`src/ppio_pkg.sv`:
```
package ppio_pkg;

   // ------------------------------------------------------------
   // Widths
   // ------------------------------------------------------------
   localparam int ADDR_W = 4;
   localparam int DATA_W = 8;
   localparam int P2_PINS = 5;
   localparam int P3_PINS = 8;

   typedef logic [ADDR_W-1:0] ppio_addr_t;
   typedef logic [DATA_W-1:0] ppio_byte_t;
   typedef logic [P2_PINS-1:0] ppio_p2_t;
   typedef logic [1:0] ppio_mode_t;

   // ------------------------------------------------------------
   // Register offsets
   // ------------------------------------------------------------
   localparam ppio_addr_t OFS_P3_DIR = 4'h0;
   localparam ppio_addr_t OFS_P3_LATCH = 4'h1;
   localparam ppio_addr_t OFS_P2_DIR = 4'h2;
   localparam ppio_addr_t OFS_P2_LATCH = 4'h3;
   localparam ppio_addr_t OFS_P2_PULLUP = 4'h4;
   localparam ppio_addr_t OFS_SYS_CTRL = 4'h5;
   localparam ppio_addr_t OFS_PWM_OE_B = 4'h6;
   localparam ppio_addr_t OFS_I2C_CTRL = 4'h7;

   // ------------------------------------------------------------
   // Field positions
   // ------------------------------------------------------------
   localparam int SYS_IO_STROBE_SELECT_BIT = 0;
   localparam int SYS_EXTERNAL_EXPANSION_ENABLE_BIT = 1;
   localparam int I2C_EN_BIT = 0;
   localparam int SCL_PIN = 4;
   localparam int SDA_PIN = 3;

   // ------------------------------------------------------------
   // Reset values and mode codes
   // ------------------------------------------------------------
   localparam ppio_byte_t RST_BYTE = 8'h00;
   localparam ppio_p2_t RST_P2 = 5'h00;
   localparam ppio_mode_t MODE_EXPANDED = 2'h1;

endpackage

```
`src/ppio_p2_if.sv`:
```
`timescale 1ns/1ns
interface ppio_p2_if;
   logic mode1;
   logic exp_en;
   logic io_strobe_sel;
   logic i2c_en;
   logic scl_low;
   logic sda_low;
   logic [ppio_pkg::P2_PINS-1:0] dir;
   logic [ppio_pkg::P2_PINS-1:0] latch;
   logic [ppio_pkg::P2_PINS-1:0] pwm_en;
   logic [ppio_pkg::P2_PINS-1:0] addr;
   logic [ppio_pkg::P2_PINS-1:0] pwm;
   logic [ppio_pkg::P2_PINS-1:0] pin_out;
   logic [ppio_pkg::P2_PINS-1:0] pin_oe_n;
   logic [ppio_pkg::P2_PINS-1:0] pin_input;

   modport ctrl (
      output mode1, exp_en, io_strobe_sel, i2c_en, scl_low, sda_low,
      output dir, latch, pwm_en, addr, pwm,
      input pin_out, pin_oe_n, pin_input
   );
   modport mux (
      input mode1, exp_en, io_strobe_sel, i2c_en, scl_low, sda_low,
      input dir, latch, pwm_en, addr, pwm,
      output pin_out, pin_oe_n, pin_input
   );
endinterface

```
`src/ppio_p2mux.sv`:
```
`timescale 1ns/1ns
module ppio_p2mux (
   ppio_p2_if.mux p2
);
   import ppio_pkg::*;

   // ------------------------------------------------------------
   // Per-pin function select
   // ------------------------------------------------------------
   // Returns {drive, value}; mode 1 ignores direction entirely
   function automatic logic [1:0] pin_sel(
      input logic mode1,
      input logic exp_en,
      input logic dir,
      input logic pwm_en,
      input logic strobe_port,
      input logic addr,
      input logic pwm,
      input logic latch
   );
      if (mode1) begin
         return {1'h1, addr};
      end
      if (!dir) begin
         return 2'h0;
      end
      if (pwm_en) begin
         return {1'h1, pwm};
      end
      if (exp_en && !strobe_port) begin
         return {1'h1, addr};
      end
      return {1'h1, latch};
   endfunction

   // ------------------------------------------------------------
   // Pin muxing
   // ------------------------------------------------------------
   for (genvar i = 0; i < P2_PINS; i++) begin : g_pin
      localparam bit IS_I2C = (i == SCL_PIN) || (i == SDA_PIN);
      logic [1:0] sel;
      logic own_i2c;
      logic i2c_low;
      // Only pin 4 honours the strobe-select bit
      assign sel = pin_sel(p2.mode1, p2.exp_en, p2.dir[i], p2.pwm_en[i],
                           (i == SCL_PIN) ? p2.io_strobe_sel : 1'h0,
                           p2.addr[i], p2.pwm[i], p2.latch[i]);
      assign own_i2c = IS_I2C && !p2.mode1 && p2.i2c_en;
      assign i2c_low = (i == SCL_PIN) ? p2.scl_low : p2.sda_low;
      // Open drain while I2C owns the pin: only ever drive low, release otherwise; other pins drive sel[0]
      assign p2.pin_out[i] = own_i2c ? 1'h0 : sel[0];
      assign p2.pin_oe_n[i] = own_i2c ? ~i2c_low : ~sel[1];
      assign p2.pin_input[i] = ~own_i2c & ~sel[1];
   end

endmodule

```
`src/ppio_top.sv`:
```
// Added by the designer: the register addresses and the strobed register port.
`timescale 1ns/1ns
module ppio_top (
   input wire logic core_clk_i,
   input wire logic srst_i,
   input wire ppio_pkg::ppio_mode_t mode_i,
   input wire logic hw_standby_i,
   input wire ppio_pkg::ppio_addr_t reg_addr_i,
   input wire ppio_pkg::ppio_byte_t reg_wdata_i,
   input wire logic reg_wr_i,
   input wire logic reg_rd_i,
   output ppio_pkg::ppio_byte_t reg_rdata_o,
   input wire ppio_pkg::ppio_p2_t p2_in_i,
   output ppio_pkg::ppio_p2_t p2_out_o,
   output ppio_pkg::ppio_p2_t p2_oe_n_o,
   output ppio_pkg::ppio_p2_t p2_pullup_o,
   input wire ppio_pkg::ppio_p2_t ext_addr_hi_i,
   input wire ppio_pkg::ppio_p2_t pwm_i,
   input wire logic i2c1_clock_line_low_i,
   input wire logic i2c1_data_line_low_i,
   output logic i2c1_clock_line_o,
   output logic i2c1_data_line_o,
   input wire ppio_pkg::ppio_byte_t p3_in_i,
   output ppio_pkg::ppio_byte_t p3_out_o,
   output ppio_pkg::ppio_byte_t p3_oe_n_o,
   input wire ppio_pkg::ppio_byte_t dbus_wdata_i,
   input wire logic dbus_drive_i,
   output ppio_pkg::ppio_byte_t dbus_rdata_o
);
   import ppio_pkg::*;

   // ------------------------------------------------------------
   // Decode helpers
   // ------------------------------------------------------------
   // Latched bits where output, live pin where input
   function automatic ppio_byte_t port_read(
      input ppio_byte_t latch,
      input ppio_byte_t dir,
      input ppio_byte_t pins
   );
      return (latch & dir) | (pins & ~dir);
   endfunction

   function automatic logic wr_hit(
      input logic wr,
      input ppio_addr_t addr,
      input ppio_addr_t ofs
   );
      return wr && (addr == ofs);
   endfunction

   // ------------------------------------------------------------
   // Register state
   // ------------------------------------------------------------
   ppio_byte_t p3_dir_ff;
   ppio_byte_t p3_latch_ff;
   ppio_p2_t p2_dir_ff;
   ppio_p2_t p2_latch_ff;
   ppio_p2_t p2_pullup_ctl_ff;
   ppio_p2_t pwm_oe_ff;
   logic exp_en_ff;
   logic io_strobe_select_ff;
   logic i2c_en_ff;
   ppio_byte_t rdata_ff;
   ppio_byte_t nxt_rdata;

   logic mode1;
   logic p3_bus_mode;

   ppio_p2_if p2_bus ();

   assign mode1 = (mode_i == MODE_EXPANDED);

   // port-3 direction bits
   // Write-only register, cleared by reset
   always_ff @(posedge core_clk_i) begin
      if (srst_i) begin
         p3_dir_ff <= RST_BYTE;
      end else if (wr_hit(reg_wr_i, reg_addr_i, OFS_P3_DIR)) begin
         p3_dir_ff <= reg_wdata_i;
      end
   end

   // port-3 output latch
   // Written in every mode, so software can preload before leaving bus mode
   always_ff @(posedge core_clk_i) begin
      if (srst_i) begin
         p3_latch_ff <= RST_BYTE;
      end else if (wr_hit(reg_wr_i, reg_addr_i, OFS_P3_LATCH)) begin
         p3_latch_ff <= reg_wdata_i;
      end
   end

   // Port-2 direction, latch and pull-up control
   always_ff @(posedge core_clk_i) begin
      if (srst_i) begin
         p2_dir_ff <= RST_P2;
         p2_latch_ff <= RST_P2;
         p2_pullup_ctl_ff <= RST_P2;
      end else begin
         if (wr_hit(reg_wr_i, reg_addr_i, OFS_P2_DIR)) begin
            p2_dir_ff <= reg_wdata_i[P2_PINS-1:0];
         end
         if (wr_hit(reg_wr_i, reg_addr_i, OFS_P2_LATCH)) begin
            p2_latch_ff <= reg_wdata_i[P2_PINS-1:0];
         end
         if (wr_hit(reg_wr_i, reg_addr_i, OFS_P2_PULLUP)) begin
            p2_pullup_ctl_ff <= reg_wdata_i[P2_PINS-1:0];
         end
      end
   end

   // System, PWM enable and I2C enable bits
   always_ff @(posedge core_clk_i) begin
      if (srst_i) begin
         exp_en_ff <= 1'h0;
         io_strobe_select_ff <= 1'h0;
         pwm_oe_ff <= RST_P2;
         i2c_en_ff <= 1'h0;
      end else begin
         if (wr_hit(reg_wr_i, reg_addr_i, OFS_SYS_CTRL)) begin
            exp_en_ff <= reg_wdata_i[SYS_EXTERNAL_EXPANSION_ENABLE_BIT];
            io_strobe_select_ff <= reg_wdata_i[SYS_IO_STROBE_SELECT_BIT];
         end
         if (wr_hit(reg_wr_i, reg_addr_i, OFS_PWM_OE_B)) begin
            pwm_oe_ff <= reg_wdata_i[P2_PINS-1:0];
         end
         if (wr_hit(reg_wr_i, reg_addr_i, OFS_I2C_CTRL)) begin
            i2c_en_ff <= reg_wdata_i[I2C_EN_BIT];
         end
      end
   end

   // ------------------------------------------------------------
   // Register read path
   // ------------------------------------------------------------
   // Write-only and unmapped addresses read as zero
   always_comb begin
      nxt_rdata = RST_BYTE;
      case (reg_addr_i)
         OFS_P3_LATCH: nxt_rdata = port_read(p3_latch_ff, p3_dir_ff, p3_in_i);
         OFS_P2_LATCH: nxt_rdata = port_read({3'h0, p2_latch_ff}, {3'h0, p2_dir_ff},
                                             {3'h0, p2_in_i});
         OFS_P2_PULLUP: nxt_rdata = {3'h0, p2_pullup_ctl_ff};
         OFS_SYS_CTRL: nxt_rdata = {6'h00, exp_en_ff, io_strobe_select_ff};
         OFS_PWM_OE_B: nxt_rdata = {3'h0, pwm_oe_ff};
         OFS_I2C_CTRL: nxt_rdata = {7'h00, i2c_en_ff};
         default: nxt_rdata = RST_BYTE;
      endcase
   end

   // Data valid only in the cycle after the strobe
   always_ff @(posedge core_clk_i) begin
      if (srst_i) begin
         rdata_ff <= RST_BYTE;
      end else begin
         rdata_ff <= reg_rd_i ? nxt_rdata : RST_BYTE;
      end
   end

   assign reg_rdata_o = rdata_ff;

   // ------------------------------------------------------------
   // Port 2 pin functions
   // ------------------------------------------------------------
   // mode flag to mux
   assign p2_bus.mode1 = mode1;
   assign p2_bus.exp_en = exp_en_ff;
   assign p2_bus.io_strobe_sel = io_strobe_select_ff;
   assign p2_bus.i2c_en = i2c_en_ff;
   assign p2_bus.scl_low = i2c1_clock_line_low_i;
   assign p2_bus.sda_low = i2c1_data_line_low_i;
   assign p2_bus.dir = p2_dir_ff;
   assign p2_bus.latch = p2_latch_ff;
   assign p2_bus.pwm_en = pwm_oe_ff;
   assign p2_bus.addr = ext_addr_hi_i;
   assign p2_bus.pwm = pwm_i;

   ppio_p2mux u_p2mux (
      .p2(p2_bus)
   );

   assign p2_out_o = p2_bus.pin_out;
   assign p2_oe_n_o = p2_bus.pin_oe_n;
   // I2C core always sees the wire level
   assign i2c1_clock_line_o = p2_in_i[SCL_PIN];
   assign i2c1_data_line_o = p2_in_i[SDA_PIN];

   // off in reset and standby
   // Software standby keeps the pull-ups, so it needs no input here
   assign p2_pullup_o = (mode1 || srst_i || hw_standby_i) ? RST_P2 :
                        (p2_bus.pin_input & ~p2_dir_ff & p2_pullup_ctl_ff);

   // ------------------------------------------------------------
   // Port 3 pins
   // ------------------------------------------------------------
   // port or data bus
   assign p3_bus_mode = mode1 || exp_en_ff;

   assign p3_out_o = p3_bus_mode ? dbus_wdata_i : p3_latch_ff;
   assign p3_oe_n_o = p3_bus_mode ? {P3_PINS{~dbus_drive_i}} : ~p3_dir_ff;
   assign dbus_rdata_o = p3_in_i;

   // ------------------------------------------------------------
   // Assertions
   // ------------------------------------------------------------
   a_mode1_address_out:
   assert property (@(posedge core_clk_i) disable iff (srst_i)
      mode1 |-> (p2_oe_n_o == RST_P2) && (p2_out_o == ext_addr_hi_i))
   else $error("mode 1 address not on port 2");

   a_scl_open_drain:
   assert property (@(posedge core_clk_i) disable iff (srst_i)
      (!mode1 && i2c_en_ff) |->
      !p2_out_o[SCL_PIN] && (p2_oe_n_o[SCL_PIN] == !i2c1_clock_line_low_i))
   else $error("clock pin not owned by I2C");

   a_sda_open_drain:
   assert property (@(posedge core_clk_i) disable iff (srst_i)
      (!mode1 && i2c_en_ff) |->
      !p2_out_o[SDA_PIN] && (p2_oe_n_o[SDA_PIN] == !i2c1_data_line_low_i))
   else $error("data pin not owned by I2C");

   a_pin4_strobe_sel:
   assert property (@(posedge core_clk_i) disable iff (srst_i)
      (!mode1 && exp_en_ff && !i2c_en_ff && p2_dir_ff[SCL_PIN] && !pwm_oe_ff[SCL_PIN])
      |-> !p2_oe_n_o[SCL_PIN] && (p2_out_o[SCL_PIN] ==
          (io_strobe_select_ff ? p2_latch_ff[SCL_PIN] : ext_addr_hi_i[SCL_PIN])))
   else $error("pin 4 strobe select wrong");

   a_pin3_pwm_sel:
   assert property (@(posedge core_clk_i) disable iff (srst_i)
      (!mode1 && exp_en_ff && !i2c_en_ff && p2_dir_ff[SDA_PIN]) |->
      p2_out_o[SDA_PIN] == (pwm_oe_ff[SDA_PIN] ? pwm_i[SDA_PIN] : ext_addr_hi_i[SDA_PIN]))
   else $error("pin 3 function wrong");

   a_low_pins_input:
   assert property (@(posedge core_clk_i) disable iff (srst_i)
      (!mode1 && exp_en_ff) |-> (p2_oe_n_o[0] == !p2_dir_ff[0]) &&
      (!p2_dir_ff[0] || (p2_out_o[0] == (pwm_oe_ff[0] ? pwm_i[0] : ext_addr_hi_i[0]))))
   else $error("pin 0 expanded function wrong");

   a_single_chip_port:
   assert property (@(posedge core_clk_i) disable iff (srst_i)
      (!mode1 && !exp_en_ff && p2_dir_ff[0] && !pwm_oe_ff[0]) |->
      !p2_oe_n_o[0] && (p2_out_o[0] == p2_latch_ff[0]))
   else $error("pin 0 not port output");

   a_pullup_mode1_off:
   assert property (@(posedge core_clk_i) disable iff (srst_i)
      mode1 |-> p2_pullup_o == RST_P2)
   else $error("pull-up on in mode 1");

   a_pullup_input_only:
   assert property (@(posedge core_clk_i) disable iff (srst_i)
      (p2_pullup_o != RST_P2) |->
      ((p2_pullup_o & (p2_dir_ff | ~p2_pullup_ctl_ff | ~p2_oe_n_o)) == RST_P2))
   else $error("pull-up on a non-input pin");

   a_pullup_standby_off:
   assert property (@(posedge core_clk_i) disable iff (srst_i)
      hw_standby_i |-> p2_pullup_o == RST_P2)
   else $error("pull-up on in hardware standby");

   a_p3dir_reset_clear:
   assert property (@(posedge core_clk_i) disable iff (srst_i)
      $past(srst_i) |-> (p3_dir_ff == RST_BYTE) && (p3_latch_ff == RST_BYTE))
   else $error("port 3 registers not cleared");

   a_p3_bus_mode:
   assert property (@(posedge core_clk_i) disable iff (srst_i)
      p3_bus_mode |-> (p3_out_o == dbus_wdata_i) && (p3_oe_n_o == {P3_PINS{~dbus_drive_i}}))
   else $error("port 3 not on data bus");

   a_p3_port_drive:
   assert property (@(posedge core_clk_i) disable iff (srst_i)
      !p3_bus_mode |-> (p3_oe_n_o == ~p3_dir_ff) && (p3_out_o == p3_latch_ff))
   else $error("port 3 single-chip drive wrong");

   a_p3_latch_write:
   assert property (@(posedge core_clk_i) disable iff (srst_i)
      (reg_wr_i && reg_addr_i == OFS_P3_LATCH) |=> p3_latch_ff == $past(reg_wdata_i))
   else $error("port 3 latch write lost");

   a_p3_read_latch:
   assert property (@(posedge core_clk_i) disable iff (srst_i)
      (reg_rd_i && reg_addr_i == OFS_P3_LATCH) |=>
      ((reg_rdata_o & $past(p3_dir_ff)) == ($past(p3_latch_ff) & $past(p3_dir_ff))))
   else $error("port 3 read misses latch");

   a_p3_read_pins:
   assert property (@(posedge core_clk_i) disable iff (srst_i)
      (reg_rd_i && reg_addr_i == OFS_P3_LATCH) |=>
      ((reg_rdata_o & ~$past(p3_dir_ff)) == ($past(p3_in_i) & ~$past(p3_dir_ff))))
   else $error("port 3 read misses pin level");

endmodule

```
`config.mk`:
```
export PLATFORM = sky130hd
export DESIGN_NAME = ppio_top
export DESIGN_NICKNAME = d
export VERILOG_FILES = /design/src/ppio_pkg.sv /design/src/ppio_p2_if.sv /design/src/ppio_p2mux.sv /design/src/ppio_top.sv
export SDC_FILE = /design/constraint.sdc
export NUM_CORES = 1
export LEC_CHECK = 0
export BUFFER_PORTS_ARGS = -buffer_cell sky130_fd_sc_hd__buf_2
export CAP_MARGIN = 20
export CORE_ASPECT_RATIO = 0.9
export CORE_MARGIN = 1.5
export CORE_UTILIZATION = 43
export CTS_BUF_LIST = sky130_fd_sc_hd__clkbuf_16
export DETAILED_ROUTE_END_ITERATION = 8
export GPL_TIMING_DRIVEN = 0
export PLACE_DENSITY = 0.75
export SLEW_MARGIN = 10
export SYNTH_ARGS = -nofsm -noshare
export SYNTH_HDL_FRONTEND = slang
export SYNTH_SLANG_ARGS = --single-unit
```
`constraint.sdc`:
```
create_clock -name core_clk_i -period 1.5 [get_ports core_clk_i]
set_input_delay 0.3 -clock core_clk_i [delete_from_list [all_inputs] [get_ports core_clk_i]]
set_output_delay 0.3 -clock core_clk_i [all_outputs]
set_load 0.03 [all_outputs]
```
* Word-level counts from Yosys, hierarchy flattened *
Cells that the tools add are included.

word-level totals
  flip-flop bits (word level) = 47
  latch bits = 0
  RAM bits = 0
  memory bits (read-only) = 0
  output and inout port bits = 49
  logic and storage cells = 149
  memories kept = 0

operators by class
  add/sub/neg operators = 0
  multipliers = 0
  div/mod/pow operators = 0
  order comparisons = 0
  equality and inequality tests = 8
  shift-type cells = 0
  multiplexer cells = 91
  bitwise gates (word level) = 23
  reductions and logical operators = 17

operators by type and width
  cell                                           count
  two-way mux 2 bit                              40
  case mux 8 bit (6 select lines)                1
  two-way mux 1 bit                              47
  bitwise AND 8 bit                              2
  == test 4 x 3 -> 1 bit, second input constant  4
  two-way mux 8 bit                              2
  bitwise AND 5 bit                              3
  logical AND 1 bit                              10
  inverter 1 bit                                 10
  bitwise AND 5 x 8 -> 8 bit                     1
  == test 4 x 2 -> 1 bit, second input constant  2
  inverter 5 -> 8 bit                            1
  inverter 8 bit                                 1
  bitwise OR 5 x 8 -> 8 bit                      1
  bitwise OR 8 bit                               1
  two-way mux 5 bit                              1
  inverter 5 bit                                 1
  == test 4 x 1 -> 1 bit, second input constant  1
  logical NOT 4 bit                              1
  logical OR 1 bit                               3
  bitwise AND 1 bit                              2
  == test 2 x 1 -> 1 bit, second input constant  1
  logical NOT 1 bit                              2
  OR reduction 2 bit                             1

* Logic depth before layout (Yosys ltp) *
Gate-level depths: netlist of the first run.

  depth in word-level cells = 17
  mapped depth = 6
  depth with buffers taken out = 4

* By module *
From an unflattened synthesis of the first run, not the netlist that was laid out.

unflattened totals
  cells, all modules = 328
  area total of the unflattened synthesis = 2,720.1 µm²

by module, submodules not included
  module      times used  cells each  area each (µm²)  sequential area each (µm²)
  ppio_top    1           284         2,457.4          940.9
  ppio_p2mux  1           44          262.8            0.0

* Worst setup path after synthesis of the first run *
Ideal clock, no wire load.

  kind = input port to output port
  from = input mode_i[0]
  to = output p2_pullup_o[4]
  arrival = 1.890 ns
  data required time = 1.200 ns
  setup slack = -0.690 ns
  stages = 3
  path buffers = 0
  cell sequence = nor2b_1 -> or3_1 -> nor4b_1

between the ends
  word-level cells in the longest chain between the ends = 8
  elaborated cells between the ends (all ways) = 13

RTL lines
  element                                                 RTL line                            text
  start: declaration                                      ppio_top.sv:6                       input wire ppio_pkg::ppio_mode_t mode_i,
  == test 2 x 1 -> 1 bit *                                ppio_top.sv:72                      assign mode1 = (mode_i == MODE_EXPANDED);
  two-way mux 1 bit or logical NOT 1 bit (tied branches)  ppio_p2mux.sv:21, ppio_p2mux.sv:48
  two-way mux 2 bit or logical AND 1 bit (tied branches)  ppio_p2mux.sv:24, ppio_p2mux.sv:48
  inverter 1 bit                                          ppio_p2mux.sv:53                    assign p2.pin_input[i] = ~own_i2c & ~sel[1];
  bitwise AND 1 bit                                       ppio_p2mux.sv:53
  bitwise AND 5 bit (2 in a row)                          ppio_top.sv:192                     (p2_bus.pin_input & ~p2_dir_ff & p2_pullup_ctl_ff);
  two-way mux 5 bit *                                     ppio_top.sv:191                     assign p2_pullup_o = (mode1 || srst_i || hw_standby_i) ? RST_P2 :
  end: declaration                                        ppio_top.sv:16                      output ppio_pkg::ppio_p2_t p2_pullup_o,

Every way passes the cells marked *; elsewhere a longest branch is shown, timed or not.

* Final worst setup path of the first run *
  from = register exp_en_ff
  to = output p2_out_o[4]

between the ends
  word-level cells in the longest chain between the ends = 10
  elaborated cells between the ends (all ways) = 11

RTL lines
  element                         RTL line          text
  start: declaration              ppio_top.sv:61    logic exp_en_ff;
  start signal: assignment        ppio_top.sv:122   exp_en_ff <= reg_wdata_i[SYS_EXTERNAL_EXPANSION_ENABLE_BIT];
  logical AND 1 bit *             ppio_p2mux.sv:30  if (exp_en && !strobe_port) begin
  two-way mux 1 bit (2 in a row)  ppio_p2mux.sv:30
  two-way mux 1 bit               ppio_p2mux.sv:27  if (pwm_en) begin
  two-way mux 1 bit               ppio_p2mux.sv:24  if (!dir) begin
  two-way mux 2 bit *             ppio_p2mux.sv:33  return {1'h1, latch};
  two-way mux 2 bit *             ppio_p2mux.sv:30
  two-way mux 2 bit *             ppio_p2mux.sv:27
  two-way mux 2 bit *             ppio_p2mux.sv:24
  two-way mux 1 bit *             ppio_p2mux.sv:51  assign p2.pin_out[i] = own_i2c ? 1'h0 : sel[0];
  end: declaration                ppio_top.sv:14    output ppio_pkg::ppio_p2_t p2_out_o,

Every way passes the cells marked *; elsewhere a longest branch is shown, timed or not. The select of a mux whose other input is x is not followed.

==> metrics.md, run 1 <==
| Metric | Value |
|---|---|
| Crit path max-delay cell type | `dfxtp_4` |
| Largest family of logic cells by synthesized area | `simple AND/OR/NAND/NOR gates` |
| Initial Util | `44.20%` |
| Worst IR Drop VDD | `0.0006534 V` |
| Finish-stage setup viols | `28` |
| Cells on Worst Hold Path | `3` |
| CTS tree | `built` |
| #FFs+latches synth | `47` |
| Die area | `6251 um^2` |
| Syn. warnings | `0` |
| Cell depth of the worst setup path | `5` |
| R2R depth | `3` |
| Largest net degree at the start of global routing | `14` |
| Vias per cell | `5.705` |
| Final worst slack | `-0.3509 ns` |
| Worst path bufs/invs | `1` |
| Area share of fa/ha/maj cells after synthesis | `0%` |
| Status | `finished, violations left` |
| Global-route wire length before repair | `12.66 mm` |
| Longest Clk Path Bufs | `2` |
| Critical path's top delay family | `multiplexers` |
| Initial antenna violation count | `0` |
| Worst-margin pin slew | `0.8054 ns` |
| Area Growth Syn to Fin | `56.54%` |
| Clock Tree Root | `clkbuf_16` |
| Final Util | `69.19%` |
| Worst Hold Class | `input pin to flip-flop` |
| Mapped Nets | `359` |
| Final Max Tran Viols | `0` |
| Max stage delay on crit path | `0.37 ns` |
| WS Path Type | `flip-flop to output pin` |
| Fin Clk Skew | `0.003038 ns` |
| Final hold vios | `0` |
| DP Worst Slack | `-0.3281 ns` |
| Sequential cell area fraction in the yosys report | `37.83%` |
| GRT Overall Usage | `25.74%` |
| I/O pin count | `102` |
| Estimated wirelength of the detail-placed design | `5.676 mm` |
| Max Freq | `540.3 MHz` |
| Min cycle time layout | `1.851 ns` |
| Share of cells above drive strength 1 | `48.47%` |
| RSZ-0062 raised after global routing | `true` |
| XOR/XNOR Fraction of Synth Area | `0%` |
| Crit-path cells | `nor2b_4 -> mux2_4 -> mux2i_1 -> o41ai_2 -> buf_4` |
| Failing checks | `setup timing` |
| Wirelength per Cell | `16.77 um` |
| TNS Setup | `-5.527 ns` |
| Num CTS Buffers | `5` |
| Gr ovfl total | `0` |
| Syn_area_per_cell | `8.129 um^2` |
| Core area | `5628 um^2` |
| # rows | `26` |
| Clk sink count | `47` |
| Number of port buffers | `98` |
| Vias in the first global route | `2,579` |
| Die height | `75.16 um` |
| Synth Area in Compound Gates | `16.80%` |
| Synth Area in Simple Gates | `23.99%` |
| Mapped Area | `2487 um^2` |
| PD cells | `766.7 nW/um^2` |
| Nets@finish | `477` |
| Reg clk slew, reported paths | `0.06 ns` |
| CTS HTree Levels | `2` |
| Crit-path max FO | `3` |
| Synth Instances | `306` |
| Max cap viols | `0` |
| Distinct cells, synth | `33` |
| Fraction of synthesized area in multiplexers | `13.88%` |
| CP Capture Type | `output pin` |
| Crit path arrival time | `1.55 ns` |
| Die width | `83.17 um` |
| CP Launch Type | `flip-flop` |
| Leakage power total | `1.554 nW` |
| Diode count | `0` |
| Rel. slew slack | `45.89%` |
| DRC viols | `0` |
| Routed via count | `2,824` |
| CP required | `1.20 ns` |
| Final WL | `8.302 mm` |
| Clk Latency, worst-skew pair | `0.29 ns` |
| Final Cycle Share | `123.4%` |
| RePlAce Congestion | `0.8793` |
| Routed Antenna Nets | `0` |
| Detailed Route Iter0 Violations | `266` |
| DR pass1 iterations | `5` |
-- worst paths after layout --
| path | start | to | slack [ns] |
|---|---|---|---|
| hold / removal | p3_in_i[5] | reg_rdata_o[5] | 0.26 |
| hold reg to reg | p2_pullup_ctl_ff[1] | p2_pullup_ctl_ff[1] | 0.48 |
| setup / recovery | exp_en_ff | p2_out_o[4] | -0.35 |
| setup reg to reg | p2_bus.dir[0] | reg_rdata_o[0] | 0.15 |
-- kinds of logic after synthesis --
family	Yosys count
simple gates	120
compound gates	71
mux	32
buf+inv	36
flops	47
-- power breakdown --
| part | switching, mW | internal, mW | leakage (nW) | total, mW |
|---|---|---|---|---|
| registers | 0.0150 | 1.26 | 0.382 | 1.28 |
| clock network | 0.469 | 0.603 | 0.0762 | 1.07 |
| logic | 0.353 | 0.283 | 1.10 | 0.637 |
-- cells in the final DEF, fill, tap and decap left out, types with 7 or more instances in the layout --
master     n
buf_2     76
buf_6     26
dfxtp_1   42
nand3_1   31
mux2_4     9
a21oi_1   35
mux2_2    11
nor2_1    18
buf_4     25
nand2_1   41
a21oi_4    8
a22oi_1    7
inv_1      7
mux2i_1   12
clkbuf_1   7
-- sequential cells by signal, indices dropped and copies added (netlist names) --
signal and count:
p2_bus.dir 5, p2_bus.latch 5, io_strobe_select_ff 1, i2c_en_ff 1
exp_en_ff 1, p2_pullup_ctl_ff 5, p3_dir_ff 8, p2_bus.pwm_en 5
p3_latch_ff 8, reg_rdata_o 8
-- what timing repair did --
item	in CTS	in global routing
resized for setup	77	18
pin swaps	3	13
hold buffers	0	0
setup endpoints to repair	28	37
setup buffers	10	6
-- worst reg2reg max path: stages, from the launching register on --
cell and delay [ns]:
dfxtp_2 0.38, mux2_2 0.36, a222oi_1 0.34, a21oi_1 0.13
-- layout make-up --
class	instances	area (um^2)
Inverter	5	18.77
Tap cell	70	87.58
Clock inverter	3	12.51
Fill cell	422	1734
Multi-Input combinational cell	223	1675
Sequential cell	47	949.7
Timing Repair Buffer	113	818.3
Clock buffer	5	125.1
Buffer	29	206.4
-- metal layers --
layer | global-route usage, % | vias up | routed length, um
li1 | - | 1315 | -
met1 | 33.00 | 1341 | 3471
met2 | 44.63 | 146 | 3999
met3 | 4.167 | 22 | 635
met4 | 9.815 | 0 | 195
met5 | 0 | - | 0
-- synthesized netlist by cell type --
master / instances / area, um^2
a211oi_1: 1 / 7.510
a21oi_1: 44 / 220.2
a221oi_1: 4 / 35.03
a222oi_1: 1 / 10.01
a22o_1: 2 / 17.52
a22oi_1: 7 / 52.55
a31oi_1: 1 / 6.260
and3_1: 2 / 12.51
buf_2: 8 / 40.04
buf_4: 11 / 82.58
clkbuf_1: 12 / 45.04
dfxtp_1: 47 / 940.9
inv_1: 5 / 18.77
mux2_2: 20 / 225.2
mux2i_1: 12 / 120.1
nand2_1: 41 / 153.9
nand2b_1: 5 / 31.28
nand3_1: 31 / 155.2
nand3b_1: 1 / 7.510
nand4_1: 1 / 6.260
nor2_1: 19 / 71.32
nor2_2: 1 / 6.260
nor2b_1: 7 / 43.79
nor3_1: 1 / 5.000
nor3b_1: 4 / 30.03
nor3b_2: 2 / 25.02
nor4b_1: 2 / 17.52
nor4b_2: 1 / 15.01
nor4bb_1: 1 / 10.01
o21ai_0: 6 / 30.03
o31ai_1: 4 / 30.03
o41ai_1: 1 / 8.760
or3_1: 1 / 6.260
-- through the flow --
stage               instance area, um^2  total power [mW]  hold WS, ns  instances
finish                             3894             2.985       0.2567        495
global placement                   3297             1.815       0.4567        474
floorplan                          2719             1.642       0.4424        306
detailed placement                 3297             1.823       0.4619        474
CTS                                3790             2.953       0.2602        491
global route                       3894             3.078       0.2788        495
(Power assumes the default switching activity.)
==> run 2: changes to the inputs <==
BUFFER_PORTS_ARGS = -buffer_cell sky130_fd_sc_hd__buf_4   (was -buffer_cell sky130_fd_sc_hd__buf_2)
PLACE_DENSITY = 0.85   (was 0.75)
==> metrics.md, run 2 (synthesis gave the netlist of run 1 again) <==
| Metric | Value |
|---|---|
| Status | `finished, violations left` |
| Failing checks | `setup timing` |
| Die width | `83.17 um (unchanged)` |
| Area Growth Syn to Fin | `59.21%` |
| Most frequent cells in the layout | `buf_4 (93), dfxtp_1 (43), nand2_1 (41)` |
| Die area | `6251 um^2 (unchanged)` |
| Max stage delay on crit path | `0.36 ns (about the same)` |
| WS Path Type | `flip-flop to output pin` |
| Dpl cells | `474 (unchanged)` |
| Leakage power total | `1.554 nW (about the same)` |
| Critical path's top delay family | `flip-flops` |
| Vias in the first global route | `2,705 (+4.9%)` |
| I/O pin count | `102 (unchanged)` |
| Share of cells above drive strength 1 | `45.61% (-2.9 points)` |
| # rows | `26 (unchanged)` |
| RSZ-0062 raised after global routing | `true` |
| Final hold vios | `0 (unchanged)` |
| Final WL | `8.732 mm (+5.2%)` |
| Most frequent CP cell | `buf_4` |
| CP Capture Type | `output pin` |
| Clk sink count | `47 (unchanged)` |
| Longest Clk Path Bufs | `2 (unchanged)` |
| Final worst slack | `-0.3452 ns (+0.005702 ns)` |
| Clock Tree Root | `clkbuf_16` |
| Detailed Route Iter0 Violations | `336 (+26%)` |
| Worst path bufs/invs | `2 (+1)` |
| Placed Area | `3542 um^2 (+7.4%)` |
| Fin Clk Skew | `0.006568 ns (+0.003530 ns)` |
| Final Total Pwr | `3.359 mW (+13%)` |
| Initial Util | `44.20% (unchanged)` |
| Multi-input logic area | `1607 um^2 (-4.1%)` |
| DP Worst Slack | `-0.3340 ns (-0.005938 ns)` |
| Min cycle time layout | `1.845 ns (-0.005702 ns)` |
| Max Freq | `541.9 MHz (+0.31%)` |
| Final Cycle Share | `123.0% (-0.38 points)` |
| Largest net degree at the start of global routing | `15 (+1)` |
| Worst IR Drop VDD | `0.0006266 V (-4.1%)` |
| CP required | `1.20 ns (about the same)` |
| Global-route wire length before repair | `13.39 mm (+5.7%)` |
| Vias per cell | `5.912 (+3.6%)` |
| Estimated wirelength of the detail-placed design | `5.972 mm (+5.2%)` |
| Reg clk slew, reported paths | `0.06 ns (about the same)` |
| Worst Hold Class | `input pin to flip-flop` |
| Clk Latency, worst-skew pair | `0.29 ns (about the same)` |
| Routed via count | `2,903 (+2.8%)` |
| CTS tree | `built` |
| Initial antenna violation count | `0 (unchanged)` |
| Rel. slew slack | `42.13% (-3.8 points)` |
| Crit path max-delay cell type | `dfxtp_4` |
| Routed Antenna Nets | `0 (unchanged)` |
| DR pass1 iterations | `7 (+2)` |
| Register area | `948.4 um^2 (-0.13%)` |
| Die height | `75.16 um (unchanged)` |
| Final Max Tran Viols | `0 (unchanged)` |
| Post-route cell area | `3960 um^2 (+1.7%)` |
| Finish-stage setup viols | `28 (unchanged)` |
| Commonest non-fill, non-tap cell in the layout | `buf_4` |
| Max cap viols | `0 (unchanged)` |
| Diode count | `0 (unchanged)` |
| DRC viols | `0 (unchanged)` |
| Crit-path cells | `nor2_4 -> buf_4 -> mux2_2 -> buf_4` |
| Crit-path max FO | `5 (+2)` |
| Core area | `5628 um^2 (unchanged)` |
| Worst-margin pin slew | `0.8589 ns (+0.05352 ns)` |
| Finished Layout Cells | `491 (-0.81%)` |
| Wirelength per Cell | `17.78 um (+6.0%)` |
| Gr ovfl total | `0 (unchanged)` |
| GRT Overall Usage | `27.35% (+1.6 points)` |
| Number of port buffers | `98 (unchanged)` |
| Crit path arrival time | `1.55 ns (about the same)` |
| RePlAce Congestion | `0.8891 (+1.1%)` |
| CP Launch Type | `flip-flop` |
| Fillers | `430 (+1.9%)` |
| Nets@finish | `473 (-0.84%)` |
| Num CTS Buffers | `5 (unchanged)` |
| PD cells | `848.3 nW/um^2 (+11%)` |
| # hold bufs at CTS | `0 (unchanged)` |
| CTS HTree Levels | `2 (unchanged)` |
## run 2: cell count changes in the layout (fill, tap and decap cells not counted), sizes merged
cell	delta
buf	-7
bufinv	+2
inv	-1
clkinv	-1
clkbuf	+3
## run 2: worst register-to-register path, stage by stage, from the launching register on
cell      delay, ns
dfxtp_2        0.39
mux2_2         0.37
a222oi_1       0.32
a21oi_1        0.12
## run 2: cell type report
cell class | instances | share of cell area (%)
Clock inverter | 3 | 1.611
Buffer | 31 | 5.371
Timing Repair Buffer | 107 | 22.65
Inverter | 5 | 0.4739
Tap cell | 70 | 2.212
Clock buffer | 5 | 3.160
Multi-Input combinational cell | 223 | 40.57
Sequential cell | 47 | 23.95
## run 2: final timing paths
check	startpoint	endpoint	slack [ns]	cells past startpoint
worst max-delay path	exp_en_ff	p3_out_o[3]	-0.35	4
worst min-delay path	p3_in_i[6]	reg_rdata_o[6]	0.25	3
worst max register to register	p2_bus.dir[0]	reg_rdata_o[0]	0.15	3
worst min register to register	p3_latch_ff[3]	p3_latch_ff[3]	0.48	2
## run 2: timing repair
item,4_1_cts,5_1_grt
gates resized for setup,42,6
endpoints found under the setup margin,28,33
gates cloned,0,0
buffers inserted,9,0
pin swaps,3,1
## run 2: layer usage
layer	routed length, um	track usage, %	up-vias
met1	3461	33.94	1402
met4	178	10.56	0
met2	4344	47.70	176
li1	-	-	1303
met5	0	0	-
met3	748	5.811	22
## run 2: stage by stage
step,setup TNS (ns),utilization (%),hold slack (ns)
after detailed placement,-8.418,62.94,0.4644
after floorplan,-0.9592,-,0.4424
after global routing,-7.471,70.36,0.2764
final,-6.560,70.36,0.2524
after global placement,-6.810,62.94,0.4599
after CTS,-5.773,70.14,0.2590
## run 2: power by group
part | internal [mW] | switching [mW]
clock | 0.949 | 0.481
combinational | 0.303 | 0.350
sequential | 1.26 | 0.0153
==> run 3: changes to the inputs <==
CORE_UTILIZATION = 45   (was 43)
PLACE_DENSITY = 0.87   (was 0.85)
RECOVER_POWER = 100   (was unset)
SYNTH_HIERARCHICAL = 1   (was unset)
==> metrics.md, run 3 <==
| Metric | Value |
|---|---|
| Status | `finished, violations left` |
| Failing checks | `DRC, setup timing` |
| CP Capture Type | `output pin` |
| Worst flop-to-flop path endpoint | `reg_rdata_o[2]` |
| Syn. warnings | `6 (+6)` |
| Die width | `84.96 um (+2.1%)` |
| Clk sink count | `47 (unchanged)` |
| Fin Clk Skew | `0.004578 ns (-0.001990 ns)` |
| Wirelength per Cell | `19.30 um (+8.5%)` |
| R2R Path Start | `p2_bus.dir[2]` |
| Hold path start | `p3_in_i[7]` |
| Clk Latency, worst-skew pair | `0.29 ns (about the same)` |
| Number of port buffers | `98 (unchanged)` |
| Yosys top cell area share | `34.59% (-3.2 points)` |
| Rel. slew slack | `36.14% (-6.0 points)` |
| Final Total Pwr | `3.138 mW (-6.6%)` |
| Cells on Worst Hold Path | `3 (unchanged)` |
| Vias in the first global route | `3,026 (+12%)` |
| Most frequent cells in the layout | `buf_4 (77), a21oi_1 (46), buf_6 (43), dfxtp_1 (43), nand3_1 (36)` |
| Crit-path max FO | `5 (unchanged)` |
| Crit path max-delay cell type | `dfxtp_4` |
| CTS HTree Levels | `2 (unchanged)` |
| #FFs+latches synth | `47 (unchanged)` |
| Final worst slack | `-0.3735 ns (-0.02831 ns)` |
| Reg clk slew, reported paths | `0.07 ns (about the same)` |
| CP required | `1.20 ns (about the same)` |
| Most frequent CP cell | `buf_6` |
| Setup slack, reg-to-reg | `0.20 ns (+0.05 ns)` |
| Share of cells above drive strength 1 | `45.41% (-0.19 points)` |
| Routed via count | `3,212 (+11%)` |
| Nets@finish | `510 (+7.8%)` |
| Placed Area | `3725 um^2 (+5.2%)` |
| Distinct cells, synth | `46 (+39%)` |
| R2R depth | `3 (unchanged)` |
| RSZ-0062 raised after global routing | `true` |
| Final Cycle Share | `124.9% (+1.9 points)` |
| WHS Endpoint | `reg_rdata_o[7]` |
| Final Util | `74.51% (+4.1 points)` |
| # rows | `26 (unchanged)` |
| Global-route wire length before repair | `14.91 mm (+11%)` |
| PD cells | `731.3 nW/um^2 (-14%)` |
| Initial Util | `47.24% (+3.0 points)` |
| Crit-path cells | `buf_6 -> nor2_4 -> buf_6 -> mux2_4 -> buf_6` |
| DR pass1 iterations | `8 (+1)` |
| Crit path arrival time | `1.57 ns (+0.02 ns)` |
| Num CTS Buffers | `5 (unchanged)` |
| CTS tree | `built` |
| Clock Tree Root | `clkbuf_16` |
| Post-route cell area | `4290 um^2 (+8.3%)` |
| Leakage power total | `1.656 nW (+6.5%)` |
| Max Freq | `533.8 MHz (-1.5%)` |
| Leading register cell type out of synthesis | `dfxtp_1` |
| Commonest non-fill, non-tap cell in the layout | `buf_4` |
| Die height | `76.76 um (+2.1%)` |
| DRC viols | `8 (+8)` |
| TNS Setup | `-7.424 ns (-0.8645 ns)` |
| Vias per cell | `6.083 (+2.9%)` |
| Synth Instances | `328 (+7.2%)` |
| Max cap viols | `0 (unchanged)` |
| Number of flops mapped to enable cells by yosys | `0 (unchanged)` |
| WS Path Type | `flip-flop to output pin` |
| Synth top area cells | `dfxtp_1 (35%), a21oi_1 (9.9%), mux2_2 (7.9%)` |
| Register area | `953.4 um^2 (+0.53%)` |
| Area Growth Syn to Fin | `57.73%` |
| RePlAce Congestion | `0.9101 (+2.4%)` |
| Fillers | `422 (-1.9%)` |
| Worst Hold Class | `input pin to flip-flop` |
| Syn_area_per_cell | `8.293 um^2 (+2.0%)` |
| Final Max Tran Viols | `0 (unchanged)` |
| Commonest cells in the netlist | `a21oi_1 (54), dfxtp_1 (47), nand3_1 (37)` |
| Gr ovfl total | `0 (unchanged)` |
| Min cycle time layout | `1.874 ns (+0.02831 ns)` |
| Sequential cell area fraction in the yosys report | `34.59% (-3.2 points)` |
| Largest net degree at the start of global routing | `16 (+1)` |
| Most numerous cell in the Yosys netlist | `a21oi_1` |
| DP Worst Slack | `-0.3738 ns (-0.03982 ns)` |
| Final WL | `10.19 mm (+17%)` |
| Worst IR Drop VDD | `0.0004955 V (-21%)` |
| Multi-input logic area | `1780 um^2 (+11%)` |
| Max stage delay on crit path | `0.37 ns (about the same)` |
| Mapped Nets | `381 (+6.1%)` |
| Routed Antenna Nets | `0 (unchanged)` |
| Diode count | `0 (unchanged)` |
| Asr flop ratio synth | `0% (unchanged)` |
| Finish-stage setup viols | `31 (+11%)` |
| CP Launch Type | `flip-flop` |
| Longest Clk Path Bufs | `2 (unchanged)` |
| Initial antenna violation count | `0 (unchanged)` |
| Final hold vios | `0 (unchanged)` |
| Estimated wirelength of the detail-placed design | `6.580 mm (+10%)` |
| I/O pin count | `102 (unchanged)` |
| Post-synth top area cell | `dfxtp_1` |
| GRT Overall Usage | `28.77% (+1.4 points)` |
| Worst-margin pin slew | `0.9479 ns (+0.08898 ns)` |
| Mapped Area | `2720 um^2 (+9.4%)` |
| Core area | `5758 um^2 (+2.3%)` |
| Die area | `6521 um^2 (+4.3%)` |
| # hold bufs at CTS | `0 (unchanged)` |
| Detailed Route Iter0 Violations | `407 (+21%)` |
[run 3: worst max path at each step]
| stage | start | endpoint | slack (ns) | cells past startpoint |
|---|---|---|---|---|
| 2_1_floorplan | mode_i[1] | p2_pullup_o[3] | -0.17 | 6 |
| 4_1_cts | exp_en_ff | p2_out_o[1] | -0.31 | 4 |
| 3_3_place_gp | mode_i[0] | p3_out_o[6] | -0.36 | 6 |
| 6_report | exp_en_ff | p3_out_o[0] | -0.37 | 5 |
| 5_1_grt | exp_en_ff | p3_out_o[0] | -0.38 | 5 |
| 3_5_place_dp | mode_i[0] | p3_out_o[6] | -0.37 | 6 |
[run 3: cells by family after synthesis]
family | count (synthesis) | share of synthesized area (%)
and+or+nand+nor | 97 | 21.71
muxes | 23 | 9.798
buffers and inverters | 44 | 10.26
AOI/OAI and AO/OA | 117 | 23.64
DFF | 47 | 34.59
[run 3: final cells by class]
class / instances / share of cell area [%]
Multi-Input combinational cell: 237 / 41.50
Timing Repair Buffer: 124 / 24.18
Sequential cell: 47 / 22.22
Buffer: 36 / 6.095
Clock buffer: 5 / 2.916
Tap cell: 70 / 2.041
Inverter: 6 / 0.5833
Clock inverter: 3 / 0.4666
[run 3: timing repair]
item / CTS / global route
pin swaps: 11 / 11
hold endpoints to repair: 0 / 0
endpoints found under the setup margin: 31 / 31
buffers inserted: 9 / 16
gates resized for setup: 60 / 29
cloned: 1 / 0
[run 3: power breakdown]
part	leakage [nW]	internal [mW]	total [mW]	switching [mW]
Sequential	0.382	1.26	1.27	0.0170
Clock	0.0658	0.614	1.09	0.476
Combinational	1.21	0.358	0.773	0.415
[run 3: critical path, delay by kind of cell (launching register included)]
kind / cells / cell delay, ns
AND/OR/NAND/NOR: 1 / 0.17
multiplexers: 1 / 0.31
flip-flops: 1 / 0.37
buffers and inverters: 3 / 0.43
[run 3: metal layers]
| metal | up-vias | global-route usage, % | part of all wire [%] |
|---|---|---|---|
| li1 | 1444 | - | - |
| met1 | 1503 | 37.08 | 39 |
| met2 | 228 | 46.11 | 48 |
| met3 | 37 | 6.243 | 9.5 |
| met4 | 0 | 12.46 | 3.5 |
| met5 | - | 0 | 0 |
[run 3: stage by stage]
stage / hold WS, ns / instances
finish: 0.2658 / 528
detailed placement: 0.4884 / 496
floorplan: 0.4439 / 328
global route: 0.2702 / 528
global placement: 0.4815 / 496
CTS: 0.2721 / 514
